--- src/include/seqt_pkg.sv ---
/*
 * Constants shared by the sequence timing block and its address incrementer:
 * phase codes, stage count, per-stage load phases and timing figures.
 * Assumes a single 20 MHz system clock from which all slower rates derive.
 */
package seqt_pkg;

    // ------------------------------------------------------------------
    // Clock and timing figures
    // ------------------------------------------------------------------
    localparam int CLK_PERIOD_NS = 50;     // System clock period
    localparam int CHAIN_RUN_NS  = 6400;   // One full run of the timing chain
    localparam int NUM_STAGES    = 9;      // Stages in the timing chain
    localparam int NUM_PHASES    = 4;      // Master clock phases per cycle
    // Longest phase length that still fits the run: rounds down
    localparam int PHASE_CLKS    = CHAIN_RUN_NS / (NUM_STAGES * NUM_PHASES * CLK_PERIOD_NS);
    localparam int ADDR_W        = 9;      // Incrementer width
    localparam int INSTR_W       = 15;     // Instruction word width

    // ------------------------------------------------------------------
    // Master clock phase codes
    // ------------------------------------------------------------------
    localparam logic [1:0] PH1 = 2'h0;
    localparam logic [1:0] PH2 = 2'h1;
    localparam logic [1:0] PH3 = 2'h2;
    localparam logic [1:0] PH4 = 2'h3;

    // Load phase for each stage, stage 0 in the low bits; clear is the phase before.
    // Even stages are set in odd cycles and load on three, odd stages load on one.
    localparam logic [17:0] LOAD_PH_TBL = {PH3, PH1, PH3, PH1, PH3, PH1, PH3, PH1, PH3};

    // Named stages
    localparam int FETCH_IR_STAGE             = 1;  // Instruction register load
    localparam int FOURTH_CYCLE_TIMING_STAGE  = 3;  // Set in fourth cycle
    localparam int SEVENTH_TIMING_STAGE       = 6;  // Seventh stage of the chain
    localparam int THIRD_CYCLE_TIMING_STAGE   = 2;  // Set in third cycle

    // ------------------------------------------------------------------
    // Reset values
    // ------------------------------------------------------------------
    localparam logic [2:0] SEQ_RESET   = 3'h0;
    localparam logic [8:0] STAGE_RESET = 9'h000;

    // Timing chain states, one-hot
    typedef enum logic [2:0] {
        SQ_IDLE = 3'b001,
        SQ_RUN  = 3'b010,
        SQ_XFER = 3'b100
    } seqt_chain_t;

endpackage : seqt_pkg

--- src/logic/seqt_incrementer.sv ---
/*
 * Nine-bit plus-zero / plus-one address incrementer, one stage per bit.
 * Assumes its caller registers the outputs; the logic here is combinational.
 */
`timescale 1ns/100ps

module seqt_incrementer
    import seqt_pkg::*;
#(
    parameter int WIDTH = ADDR_W
)(
    input  wire logic [WIDTH-1:0] addr_in,      // Address staging register
    input  wire logic             plus_one,     // High adds one, low adds zero
    output logic      [WIDTH-1:0] true_out,     // To operand register and counter
    output logic      [WIDTH-1:0] comp_out      // Complement, to shift count
);

    // ------------------------------------------------------------------
    // Carry chain
    // ------------------------------------------------------------------
    logic [WIDTH:0] carry;                      // Carry into each stage

    assign carry[0] = plus_one;

    genvar i;
    generate
        for (i = 0; i < WIDTH; i++)
        begin : g_stage
            // Pass-through only without an incoming carry; else a zero absorbs it
            assign true_out[i]  = carry[i] ? ~addr_in[i] : addr_in[i]; // RULE2 RULE3
            assign carry[i + 1] = carry[i] & addr_in[i];
        end
    endgenerate

    // Top carry is dropped: no end-around path
    assign comp_out = ~true_out; // RULE1 RULE14

endmodule : seqt_incrementer

--- src/logic/seqt_sequencer.sv ---
/*
 * Sequence timing chain, sequence enables, command strobes and the
 * registered incrementer outputs.
 * Assumes synchronous inputs, decode inputs stable across a stage and one
 * 20 MHz clock; the four master phases are derived by an internal divider.
 */
// Overview of operation
// RULE1: Plus-zero passes address, complement to shift count
// RULE2: Plus-one sets lowest zero, clears lower bits
// RULE3: Pass-through only without carry from below
// RULE4: Targets cleared on phase before their load
// RULE5: Third-cycle stage clears phase two, loads three
// RULE6: Fourth-cycle stage clears phase four, loads one
// RULE7: Cycle numbering starts at chain initiation
// RULE8: Three enable flip-flops, each with control flip-flop
// RULE9: Fetch enables when all three enables clear
// RULE10: Master clear zeroes enable and control flip-flops
// RULE11: Commands combine decode, sequence enable, stage time
// RULE12: Fetch sequence loads instruction register
// RULE13: Increment select: clear plus-zero, set plus-one
// RULE14: Nine-bit incrementer, top carry discarded
// RULE15: Nine stages, one run about 6.4 microseconds; the code's phases round down to 3 clocks, so a run is 5.4 microseconds
// RULE16: Chain end clears all three enable flip-flops
// RULE17: Four phases per master cycle time everything
// RULE18: At most one sequence enable set
`timescale 1ns/100ps

module seqt_sequencer
    import seqt_pkg::*;
#(
    parameter int STAGES = NUM_STAGES
)(
    input  wire logic               clk,                  // 20 MHz system clock
    input  wire logic               rst_n,                // Async reset, low active
    input  wire logic               master_clear,         // Synchronous master clear
    input  wire logic               chain_enable,         // Timing chain enabled
    input  wire logic               memory_ready,         // Memory section free
    input  wire logic               run_enable,           // Run permitted
    input  wire logic               req_second,           // Next sequence: second
    input  wire logic               req_third,            // Next sequence: third
    input  wire logic               req_fourth,           // Next sequence: fourth
    input  wire logic               incr_clear_req,       // Select plus-zero
    input  wire logic [STAGES-1:0]  dec_fetch,            // Decode terms, fetch
    input  wire logic [STAGES-1:0]  dec_second,           // Decode terms, second
    input  wire logic [STAGES-1:0]  dec_third,            // Decode terms, third
    input  wire logic [STAGES-1:0]  dec_fourth,           // Decode terms, fourth
    input  wire logic [INSTR_W-1:0] instr_word,           // Word read from memory
    input  wire logic [ADDR_W-1:0]  addr_stage,           // Address staging register
    output logic      [1:0]         phase_ff,             // Current master phase
    output logic      [STAGES-1:0]  stage_ff,             // Timing chain stages
    output logic                    seq_fetch,            // Fetch sequence enable
    output logic                    second_seq_enable_ff, // Second sequence enable
    output logic                    third_seq_enable_ff,  // Third sequence enable
    output logic                    fourth_seq_enable_ff, // Fourth sequence enable
    output logic                    increment_select_ff,  // Plus-one when set
    output logic      [STAGES-1:0]  cmd_clear_ff,         // Clear strobes per stage
    output logic      [STAGES-1:0]  cmd_load_ff,          // Load strobes per stage
    output logic      [INSTR_W-1:0] instr_reg_ff,         // Instruction register
    output logic      [ADDR_W-1:0]  to_operand_ff,        // Incrementer, true
    output logic      [ADDR_W-1:0]  to_pc_ff,             // Incrementer, true
    output logic      [ADDR_W-1:0]  to_shift_ff           // Incrementer, complement
);

    // ------------------------------------------------------------------
    // Phase divider
    // ------------------------------------------------------------------
    localparam logic [3:0] DIV_LAST = 4'(PHASE_CLKS - 1);

    logic [3:0] div_ff;          // Clocks within a phase
    logic [3:0] nxt_div;
    logic [1:0] nxt_phase;
    logic       phase_stb;       // One-cycle pulse in the last clock of a phase, before the new phase registers
    logic [1:0] ph_enter;        // Phase being entered

    // Enable pulse marks each phase boundary; phases run 1..4 in turn
    always_comb
    begin
        phase_stb = (div_ff == DIV_LAST);
        ph_enter  = phase_ff + 2'h1;
        nxt_div   = phase_stb ? 4'h0 : div_ff + 4'h1;
        nxt_phase = phase_stb ? ph_enter : phase_ff; // RULE17
    end

    always_ff @(posedge clk or negedge rst_n)
    begin
        if (!rst_n)
        begin
            div_ff   <= 4'h0;
            phase_ff <= PH1;
        end
        else
        begin
            div_ff   <= nxt_div;
            phase_ff <= nxt_phase;
        end
    end

    // ------------------------------------------------------------------
    // Timing chain and sequence enables
    // ------------------------------------------------------------------
    seqt_chain_t chain_ff;            // Chain state
    seqt_chain_t nxt_chain;
    logic [STAGES-1:0] nxt_stage;
    logic [2:0] ctl_ff;               // Control flip-flops: second, third, fourth
    logic [2:0] nxt_ctl;
    logic [2:0] en_ff;                // Enable flip-flops: second, third, fourth
    logic [2:0] nxt_en;
    logic       nxt_incr;
    logic       init_go;              // Chain initiated this cycle
    logic       chain_end;            // Last stage leaving
    logic [2:0] req_pick;             // Request reduced to at most one bit

    localparam logic [STAGES-1:0] STAGES_RESET_W = '0;

    assign second_seq_enable_ff = en_ff[0]; // RULE8
    assign third_seq_enable_ff  = en_ff[1];
    assign fourth_seq_enable_ff = en_ff[2];
    assign seq_fetch            = (en_ff == 3'h0); // RULE9

    // Chain steps on phase two entries; cycle one is the initiation cycle
    always_comb
    begin
        nxt_chain = chain_ff;
        nxt_stage = stage_ff;
        nxt_ctl   = ctl_ff;
        nxt_en    = en_ff;
        nxt_incr  = increment_select_ff;
        init_go   = 1'b0;
        chain_end = 1'b0;
        // Priority keeps the control set one-hot even if requests overlap
        req_pick  = req_second ? 3'b001 : req_third ? 3'b010 : req_fourth ? 3'b100 : 3'b000; // RULE18
        case (chain_ff)
            SQ_IDLE:
            begin
                // Initiation needs every condition and the phase two edge
                if (phase_stb && ph_enter == PH2 && chain_enable && memory_ready && run_enable)
                begin
                    init_go   = 1'b1;
                    nxt_stage = STAGES'(1); // RULE7
                    nxt_chain = SQ_RUN;
                end
            end
            SQ_RUN:
            begin
                if (ctl_ff == 3'h0)
                    nxt_ctl = req_pick;
                if (phase_stb && ph_enter == PH2)
                begin
                    nxt_stage = stage_ff << 1; // RULE15
                    if (stage_ff[STAGES-1])
                    begin
                        chain_end = 1'b1;
                        nxt_en    = 3'h0; // RULE16
                        nxt_chain = SQ_XFER;
                    end
                end
            end
            SQ_XFER:
            begin
                // Hand the chosen sequence over on the next phase one
                if (phase_stb && ph_enter == PH1)
                begin
                    nxt_en    = ctl_ff; // RULE8
                    nxt_ctl   = 3'h0;
                    nxt_chain = SQ_IDLE;
                end
            end
            default:
            begin
                nxt_chain = SQ_IDLE;
                nxt_stage = STAGES_RESET_W;
            end
        endcase
        // Clear request selects plus-zero; initiation wins over it
        if (incr_clear_req)
            nxt_incr = 1'b0; // RULE13
        if (init_go)
            nxt_incr = 1'b1; // RULE13
        if (master_clear)
        begin
            nxt_en    = SEQ_RESET; // RULE10
            nxt_ctl   = SEQ_RESET;
            nxt_stage = STAGES_RESET_W;
            nxt_chain = SQ_IDLE;
        end
    end

    always_ff @(posedge clk or negedge rst_n)
    begin
        if (!rst_n)
        begin
            chain_ff            <= SQ_IDLE;
            stage_ff            <= STAGES_RESET_W;
            ctl_ff              <= SEQ_RESET; // RULE10
            en_ff               <= SEQ_RESET;
            increment_select_ff <= 1'b0;
        end
        else
        begin
            chain_ff            <= nxt_chain;
            stage_ff            <= nxt_stage;
            ctl_ff              <= nxt_ctl;
            en_ff               <= nxt_en;
            increment_select_ff <= nxt_incr;
        end
    end

    // ------------------------------------------------------------------
    // Command strobes, instruction register and incrementer outputs
    // ------------------------------------------------------------------
    logic [STAGES-1:0]  dec_sel;      // Decode terms of the active sequence
    logic [STAGES-1:0]  nxt_clear;
    logic [STAGES-1:0]  nxt_load;
    logic [INSTR_W-1:0] nxt_ir;
    logic [ADDR_W-1:0]  inc_true;
    logic [ADDR_W-1:0]  inc_comp;

    seqt_incrementer #(
        .WIDTH    (ADDR_W)
    ) u_incr (
        .addr_in  (addr_stage),
        .plus_one (increment_select_ff),
        .true_out (inc_true),
        .comp_out (inc_comp)
    );

    // Only one stage is live, so each strobe fires once per stage window
    always_comb
    begin
        dec_sel = seq_fetch ? dec_fetch :
                  en_ff[0]  ? dec_second :
                  en_ff[1]  ? dec_third : dec_fourth; // RULE11
        for (int s = 0; s < STAGES; s++)
        begin
            // On a phase two edge the stage being set owns the strobe, so the
            // phase-two clear ahead of a phase-three load falls inside its own stage window
            nxt_clear[s] = phase_stb && (ph_enter == PH2 ? nxt_stage[s] : stage_ff[s]) &&
                           dec_sel[s] &&
                           ph_enter == LOAD_PH_TBL[2*s +: 2] - 2'h1; // RULE4 RULE5 RULE6
            nxt_load[s]  = phase_stb && (ph_enter == PH2 ? nxt_stage[s] : stage_ff[s]) &&
                           dec_sel[s] &&
                           ph_enter == LOAD_PH_TBL[2*s +: 2]; // RULE11
        end
        nxt_ir = instr_reg_ff;
        if (seq_fetch && nxt_clear[FETCH_IR_STAGE])
            nxt_ir = '0; // RULE4
        else if (seq_fetch && nxt_load[FETCH_IR_STAGE])
            nxt_ir = instr_word; // RULE12
    end

    always_ff @(posedge clk or negedge rst_n)
    begin
        if (!rst_n)
        begin
            cmd_clear_ff  <= STAGES_RESET_W;
            cmd_load_ff   <= STAGES_RESET_W;
            instr_reg_ff  <= '0;
            to_operand_ff <= '0;
            to_pc_ff      <= '0;
            to_shift_ff   <= '0;
        end
        else
        begin
            cmd_clear_ff  <= nxt_clear;
            cmd_load_ff   <= nxt_load;
            instr_reg_ff  <= nxt_ir;
            to_operand_ff <= inc_true; // RULE1
            to_pc_ff      <= inc_true;
            to_shift_ff   <= inc_comp; // RULE1
        end
    end

    localparam int PH_CLKS = PHASE_CLKS;   // Clocks from clear strobe to load strobe
endmodule : seqt_sequencer
--- config.mk ---
export PLATFORM = sky130hd
export DESIGN_NAME = seqt_sequencer
export DESIGN_NICKNAME = d
export VERILOG_FILES = /design/src/include/seqt_pkg.sv /design/src/logic/seqt_incrementer.sv /design/src/logic/seqt_sequencer.sv
export SDC_FILE = /design/constraint.sdc
export NUM_CORES = 1
export LEC_CHECK = 0
export CORE_MARGIN = 2
export CORE_UTILIZATION = 57
export DETAILED_ROUTE_END_ITERATION = 8
export DONT_BUFFER_PORTS = 1
export PLACE_DENSITY = 0.83
export SYNTH_ARGS = -nofsm -noshare
export SYNTH_HDL_FRONTEND = slang
export SYNTH_SLANG_ARGS = --single-unit
--- constraint.sdc ---
create_clock -name clk -period 2.6 [get_ports clk]
set_clock_uncertainty 0.15 [all_clocks]
set_input_delay 0.26 -clock clk [delete_from_list [all_inputs] [get_ports clk]]
set_output_delay 0.26 -clock clk [all_outputs]
set_load 0.02 [all_outputs]
# --- Word level (Yosys, flattened, before mapping) ---
# Cells that the tools add are included.
totals:
  regBits: 76
  latch_bits: 0
  ramBits: 0
  rom_bits: 0
  output_inout_bits: 76
  mem_count: 0
op_classes:
  n_addsub: 2
  mul: 0
  div: 0
  magnitude_cmp: 0
  n_eq_ne: 12
  n_shift: 0
  n_mux: 50
  bitwise_logic: 18
  reduce_logical: 52
ops:
  columns: ["cell", "n"]
  rows:
  - ["9-bit 2-to-1 mux", 6]
  - ["3-bit 2-to-1 mux", 15]
  - ["1-bit logical AND", 43]
  - ["15-bit 2-to-1 mux", 2]
  - ["9-bit one-hot mux with 3 select lines", 1]
  - ["1-bit 2-to-1 mux", 22]
  - ["3-bit != test (second input constant)", 5]
  - ["3-bit one-hot mux with 2 select lines", 2]
  - ["1-bit NOT", 9]
  - ["9-bit NOT", 1]
  - ["3-bit one-hot mux with 3 select lines", 1]
  - ["1-bit bitwise AND", 8]
  - ["4-bit AND reduction", 2]
  - ["3-bit zero test", 2]
  - ["4-bit by 1-bit adder with 4-bit output (second input constant)", 1]
  - ["2-bit == test (second input constant)", 2]
  - ["4-bit by 2-bit == test with 1-bit output (second input constant)", 1]
  - ["4-bit 2-to-1 mux", 1]
  - ["2-bit nonzero test", 2]
  - ["3-bit by 1-bit == test with 1-bit output (second input constant)", 1]
  - ["3-bit by 2-bit == test with 1-bit output (second input constant)", 1]
  - ["3-bit == test (second input constant)", 1]
  - ["3-bit AND reduction", 1]
  - ["3-bit nonzero test", 1]
  - ["3 further kinds", 3]

# --- Longest topological paths before layout ---
depth:
  word_depth: 16
  depth_mapped: 10
  mapped_depth_nobuf: 10

# --- By module ---
# A second synthesis with hierarchy kept.
unflattened:
  hier_cells: 316
  area_unflattened_um2: 3515.9
modules_own_cells:
  columns: ["mod", "n_inst", "cells_each", "area_per_inst_um2", "seq_area_each_um2"]
  rows:
  - ["seqt_sequencer", 1, 298, 3368.2, 1903.1]
  - ["seqt_incrementer", 1, 18, 147.6, 0.0]

# --- Least setup slack after synthesis ---
# OpenSTA, ideal clock, no wires.
synth_timing:
  kind: "reg-to-reg"
  from: "register phase_ff[0]"
  to: "register instr_reg_ff[10]"
  setup_ps: 121
  t_arrival_ps: 2417
  required_ps: 2329
  slack_ps: -88
  stages_incl_launch_ff: 10
  n_path_buf: 2
  path_cell_list: "dfrtp_1 inv_1 ha_1 clkbuf_1 clkinv_1 a211o_1 a21oi_1 nand4_1 clkbuf_1 a22o_1"
synth_between:
  elab_chain_len: 15
  word_cells_on_any_way: 21
synth_lines:
  columns: ["item", "line", "rtl"]
  rows:
  - ["start: declaration", "seqt_sequencer.sv:49", "output logic [1:0] phase_ff,"]
  - ["start signal: assignment", "seqt_sequencer.sv:94", "phase_ff <= nxt_phase;"]
  - ["2-bit by 1-bit adder with 2-bit output (*)", "seqt_sequencer.sv:79", "ph_enter = phase_ff + 2'h1;"]
  - ["net ph_enter[0]", "seqt_sequencer.sv:73", "logic [1:0] ph_enter;"]
  - ["2-bit by 1-bit == test with 1-bit output", null, null]
  - ["1-bit logical AND", "seqt_sequencer.sv:136, seqt_sequencer.sv:147", null]
  - ["1-bit logical AND (3 in a row)", "seqt_sequencer.sv:136", "if (phase_stb && ph_enter == PH2 && chain_enable && memory_ready && run_enable)"]
  - ["9-bit 2-to-1 mux", "seqt_sequencer.sv:136", null]
  - ["9-bit one-hot mux with 3 select lines", "seqt_sequencer.sv:132", "case (chain_ff)"]
  - ["9-bit 2-to-1 mux", "seqt_sequencer.sv:179", "if (master_clear)"]
  - ["1-bit 2-to-1 mux", "seqt_sequencer.sv:237, seqt_sequencer.sv:240", null]
  - ["1-bit logical AND (2 in a row)", "seqt_sequencer.sv:237, seqt_sequencer.sv:240", null]
  - ["1-bit logical AND (on tied branches)", "seqt_sequencer.sv:238, seqt_sequencer.sv:241", null]
  - ["1-bit logical AND (on tied branches)", "seqt_sequencer.sv:245, seqt_sequencer.sv:247", null]
  - ["15-bit 2-to-1 mux or 2-bit nonzero test (tied branches)", null, null]
  - ["end signal: assignment", "seqt_sequencer.sv:266", "instr_reg_ff <= nxt_ir;"]
  - ["end: declaration", "seqt_sequencer.sv:58", "output logic [INSTR_W-1:0] instr_reg_ff,"]
# The timed path passes the listed nets; every way through them passes the cells marked *.
# A chain may end at the register's enable or synchronous reset.

# --- Worst setup path in the final report ---
layout_timing:
  from: "input port addr_stage[0]"
  to: "register to_shift_ff[8]"
layout_between:
  elab_chain_len: 10
layout_lines:
  columns: ["item", "line", "rtl"]
  rows:
  - ["start: declaration", "seqt_sequencer.sv:48", "input wire logic [ADDR_W-1:0] addr_stage,"]
  - ["1-bit bitwise AND (8 in a row)", "seqt_incrementer.sv:31", "assign carry[i + 1] = carry[i] & addr_in[i];"]
  - ["1-bit 2-to-1 mux", "seqt_incrementer.sv:30", "assign true_out[i] = carry[i] ? ~addr_in[i] : addr_in[i];"]
  - ["net inc_true[8]", "seqt_sequencer.sv:215", "logic [ADDR_W-1:0] inc_true;"]
  - ["9-bit NOT", "seqt_incrementer.sv:36", "assign comp_out = ~true_out;"]
  - ["net inc_comp[8]", "seqt_sequencer.sv:216", "logic [ADDR_W-1:0] inc_comp;"]
  - ["end signal: assignment", "seqt_sequencer.sv:269", "to_shift_ff <= inc_comp;"]
  - ["end: declaration", "seqt_sequencer.sv:61", "output logic [ADDR_W-1:0] to_shift_ff"]
# The timed path passes the listed nets, and every way through them passes these cells.

==> qor_table.md <==
| Step | Metric | Reported |
|:---|:---|:---|
| critical path | Maximum net fanout on the critical path | 2 |
| die | # IOs | 146 |
| grt | Number of global-route vias before repair | 2,583 |
| synthesis | Number of standard cells after synthesis | 325 |
| timing | Headroom to the max-slew limit | 0.628 |
| placement | Number of buffer cells added on primary ports | 0 |
| timing | RSZ-0062 raised after global routing | no |
| critical path | Critical path class | in -> reg |
| critical path | Critical R2R Launch | div_ff[0] |
| critical path | Crit path cell chain | dlygate4sd3_1, ha_1, ha_1, ha_1, ha_1, ha_1, ha_1, ha_1, ha_1, xor2_1, inv_1 |
| die | Die area | 6790 µm² |
| critical path | Critical Path Max Stage Delay | 540 ps |
| timing | Fin crit period | 2400 ps |
| timing | Final Setup Violations | 0 |
| timing | Transition time at the pin with the least slew margin | 557 ps |
| power | Pwr per Cell Area | 660 nW/µm² |
| grt | Maximum number of pins on one net before global-route repair | 77 |
| cells and area | Area taken by flip-flops and latches | 1900 µm² |
| clock tree | Clock transition at the registers of the reported paths | 80 ps |
| critical path | Critical path endpoint category | flop |
| grt | Total track usage | 0.260 |
| routing | Detailed-route wire length | 8740 µm |
| timing | Sum Neg Setup Slack | 0 ps |
| synthesis | Synthesized area | 3510 µm² |
| clock tree | Root buf cell | sky130_fd_sc_hd__clkbuf_8 |
| synthesis | Post-synthesis cell type count | 47 |
| synthesis | Share of synthesized flip-flops with an asynchronous set or reset | 1.00 |
| timing | Final worst path period share | 0.923 |
| cells and area | Number of fillers in the final layout | 411 |
| clock tree | Hold buffers post-CTS | 31 |
| die | Cell Rows | 28 |
| grt | Initial antenna violation count | 0 |
| critical path | Number of buffers and inverters on the critical path | 2 |
| grt | Total congestion overflow after global routing | 0 |
| synthesis | Net count of the mapped netlist | 407 |
| cells and area | Combined area of the multi-input logic cells | 1420 µm² |
| die | Die W | 82.4 µm |
| cells and area | Antenna cells | 0 |
| routing | Antenna violation net count after detailed routing | 0 |
| timing | Final Hold Fails | 0 |
| clock tree | Clock tree from TritonCTS | yes |
| timing | Setup ws final | 200 ps |
| critical path | Register-to-register setup slack | 220 ps |
| placement | Post-placement worst setup slack | 249 ps |
| cells and area | Number of nets in the layout | 441 |
| clock tree | Post-CTS setup buffers | 0 |
| worst hold path | Path type of the worst min-delay path | in -> reg |
| die | Area of the core | 5920 µm² |
| power | Leakage power | 0.00195 µW |
| placement | HPWL reported at the end of detailed placement | 6230 µm |
| critical path | Highest-delay cell along the critical path | sky130_fd_sc_hd__dlygate4sd3_1 |
| timing | Number of slew-limit violations in the final report | 0 |
| routing | Detailed Routing Iterations Pass 1 | 4 |
| synthesis | Warnings from Yosys | 0 |
| routing | Total DRC errors in the routed layout | 0 |
| clock tree | Clock buffer count from CTS | 9 |
| synthesis | Syn_area_per_cell | 10.8 µm² |
| power | Max IR drop VDD | 0.540 mV |
| routing | Post-DR wirelength/cell | 19.9 µm |
| critical path | Endpoint arrival time on the critical path | 2500 ps |
| placement | Placer congestion estimate | 0.831 |
| worst hold path | Startpoint of the worst hold path | master_clear |
| critical path | Critical path required time | 2700 ps |
| cells and area | Area growth from synthesis to final layout | 18.8% |
| die | Die Y | 82.4 µm |
| synthesis | Seq cells post-synth | 76 |
| critical path | Origin of the worst setup path | addr_stage[0] |
| clock tree | Number of sinks handled by clock tree synthesis | 76 |
| synthesis | Ys flop type | sky130_fd_sc_hd__dfrtp_1 |
| critical path | Cell occurring most often along the worst timing path | sky130_fd_sc_hd__ha_1 |
| synthesis | Number of flops mapped to enable cells by yosys | 0 |
| cells and area | Share of post-route cells with drive strength above 1 | 0.107 |
| clock tree | Clk Latency, worst-skew pair | 350 ps |
| status | Status | complete, no violations |
| critical path | Kind of cell adding the most delay to the critical path | adder cells |
| routing | Detailed router's first-iteration violation count | 187 |
| routing | Total via count after detailed routing | 2,660 |
| job | Max-cap violations | 0 |
| clock tree | Maximum buffer depth of the clock tree | 2 |
| die | Initial core utilization | 0.592 |
| clock tree | H-tree Lvls | 3 |
| timing | Highest attainable clock frequency | 417 MHz |
| synthesis | Sequential element share of the synthesized area | 0.543 |
| routing | Drt via density | 6.06 |
| clock tree | Post-cts resize count | 0 |
| grt | Global-route wire length before repair | 12,700 µm |
| critical path | CP Launch Type | input pin |
-- final cells by class --
type                       count  share of cell area
timing repair buffer          46               0.106
clock buffer                  11              0.0339
inverter                      15              0.0138
tap                           75              0.0225
sequential                    76               0.457
clock inverter                 5              0.0258
multi-input combinational    211               0.341
-- stage by stage --
stage | utilization | hold slack (ps) | power [µW] | instances | cell area (µm²)
after floorplan | - | -186 | 1550 | 325 | 3510
after global placement | 0.606 | -184 | 1580 | 392 | 3590
after detailed placement | 0.606 | -184 | 1590 | 392 | 3590
after CTS | 0.704 | 17.7 | 2750 | 439 | 4170
after global routing | 0.704 | 48.7 | 2860 | 439 | 4170
final | 0.704 | 27.8 | 2750 | 439 | 4170
-- worst paths after layout --
path | end | depth (start not counted)
max | to_shift_ff[8] | 11
min | ctl_ff[0] | 3
max reg2reg | cmd_clear_ff[3] | 6
min reg2reg | to_pc_ff[0] | 1
max in group asynchronous | chain_ff[0] | 2
min in group asynchronous | to_pc_ff[8] | 2
-- logic make-up (layout without fill, tap and decap cells) --
family | after synthesis | after routing | share of synthesized area
AND/OR/NAND/NOR | 103 | 103 | 0.152
AO/OA/AOI/OAI | 76 | 76 | 0.153
flip-flops | 76 | 76 | 0.543
buffers and inverters | 38 | 77 | 0.0528
multiplexers | 15 | 15 | 0.0432
adder cells (fa/ha/maj) | 12 | 12 | 0.0428
XOR/XNOR | 5 | 5 | 0.0125
-- report_power, final --
group | internal (µW) | switching [µW] | leakage, µW
clock | 669 | 438 | 0.000124
combinational | 151 | 208 | 0.000818
sequential | 1220 | 63.7 | 0.00101
-- routing by layer --
metal / global-route usage / wire (µm) / up-vias / share of wire
met4: 0.133 / 171 / 0 / 0.020
met5: 0 / 0 / - / 0
met1: 0.297 / 3130 / 1290 / 0.36
met3: 0.0739 / 869 / 18 / 0.099
met2: 0.443 / 4570 / 132 / 0.52
li1: - / - / 1220 / -
-- cell usage in the layout, fill, tap and decap left out, types with 4 or more instances in the layout --
cell,instances
sky130_fd_sc_hd__nor2_1,35
sky130_fd_sc_hd__nand2_1,25
sky130_fd_sc_hd__ha_1,12
sky130_fd_sc_hd__a21oi_1,7
sky130_fd_sc_hd__and3_1,9
sky130_fd_sc_hd__dlygate4sd3_1,30
sky130_fd_sc_hd__o21ai_0,22
sky130_fd_sc_hd__a221o_1,4
sky130_fd_sc_hd__inv_1,14
sky130_fd_sc_hd__nor3b_1,4
sky130_fd_sc_hd__a22oi_1,11
sky130_fd_sc_hd__mux2i_1,14
sky130_fd_sc_hd__a22o_1,15
sky130_fd_sc_hd__nor3_1,5
sky130_fd_sc_hd__clkbuf_8,10
sky130_fd_sc_hd__a221oi_1,4
sky130_fd_sc_hd__buf_4,15
sky130_fd_sc_hd__dfrtp_1,75
sky130_fd_sc_hd__nand3_1,5
-- sequential cells by signal (all words and copies together) (netlist names) --
signal,cells
en_ff,3
cmd_load_ff,9
cmd_clear_ff,9
chain_ff,3
div_ff,4
to_shift_ff,9
increment_select_ff,1
ctl_ff,3
to_pc_ff,9
phase_ff,2
instr_reg_ff,15
stage_ff,9
-- Yosys cell counts, drive strengths merged (4+ instances only) --
library cell	n	area, µm²
a21oi	7	35.0
ha	12	150
a221o	4	40.0
mux2i	14	140
dfrtp	75	1880
a221oi	4	35.0
clkbuf	11	41.3
nand2	25	93.8
o21ai	22	110
buf	12	87.6
nor3b	4	30.0
nand3	6	35.0
a22o	15	131
inv	14	52.6
and3	9	56.3
nor2	35	131
a22oi	11	82.6
nor3	6	30.0
-- worst register-to-register path: cells and delay by family, from the launching register on --
| kind | cells | cell delay (ps) |
|---|---|---|
| simple gates | 4 | 880 |
| flops | 1 | 470 |
| compound gates | 2 | 750 |
No activity file was read; power rests on OpenSTA's default activity.
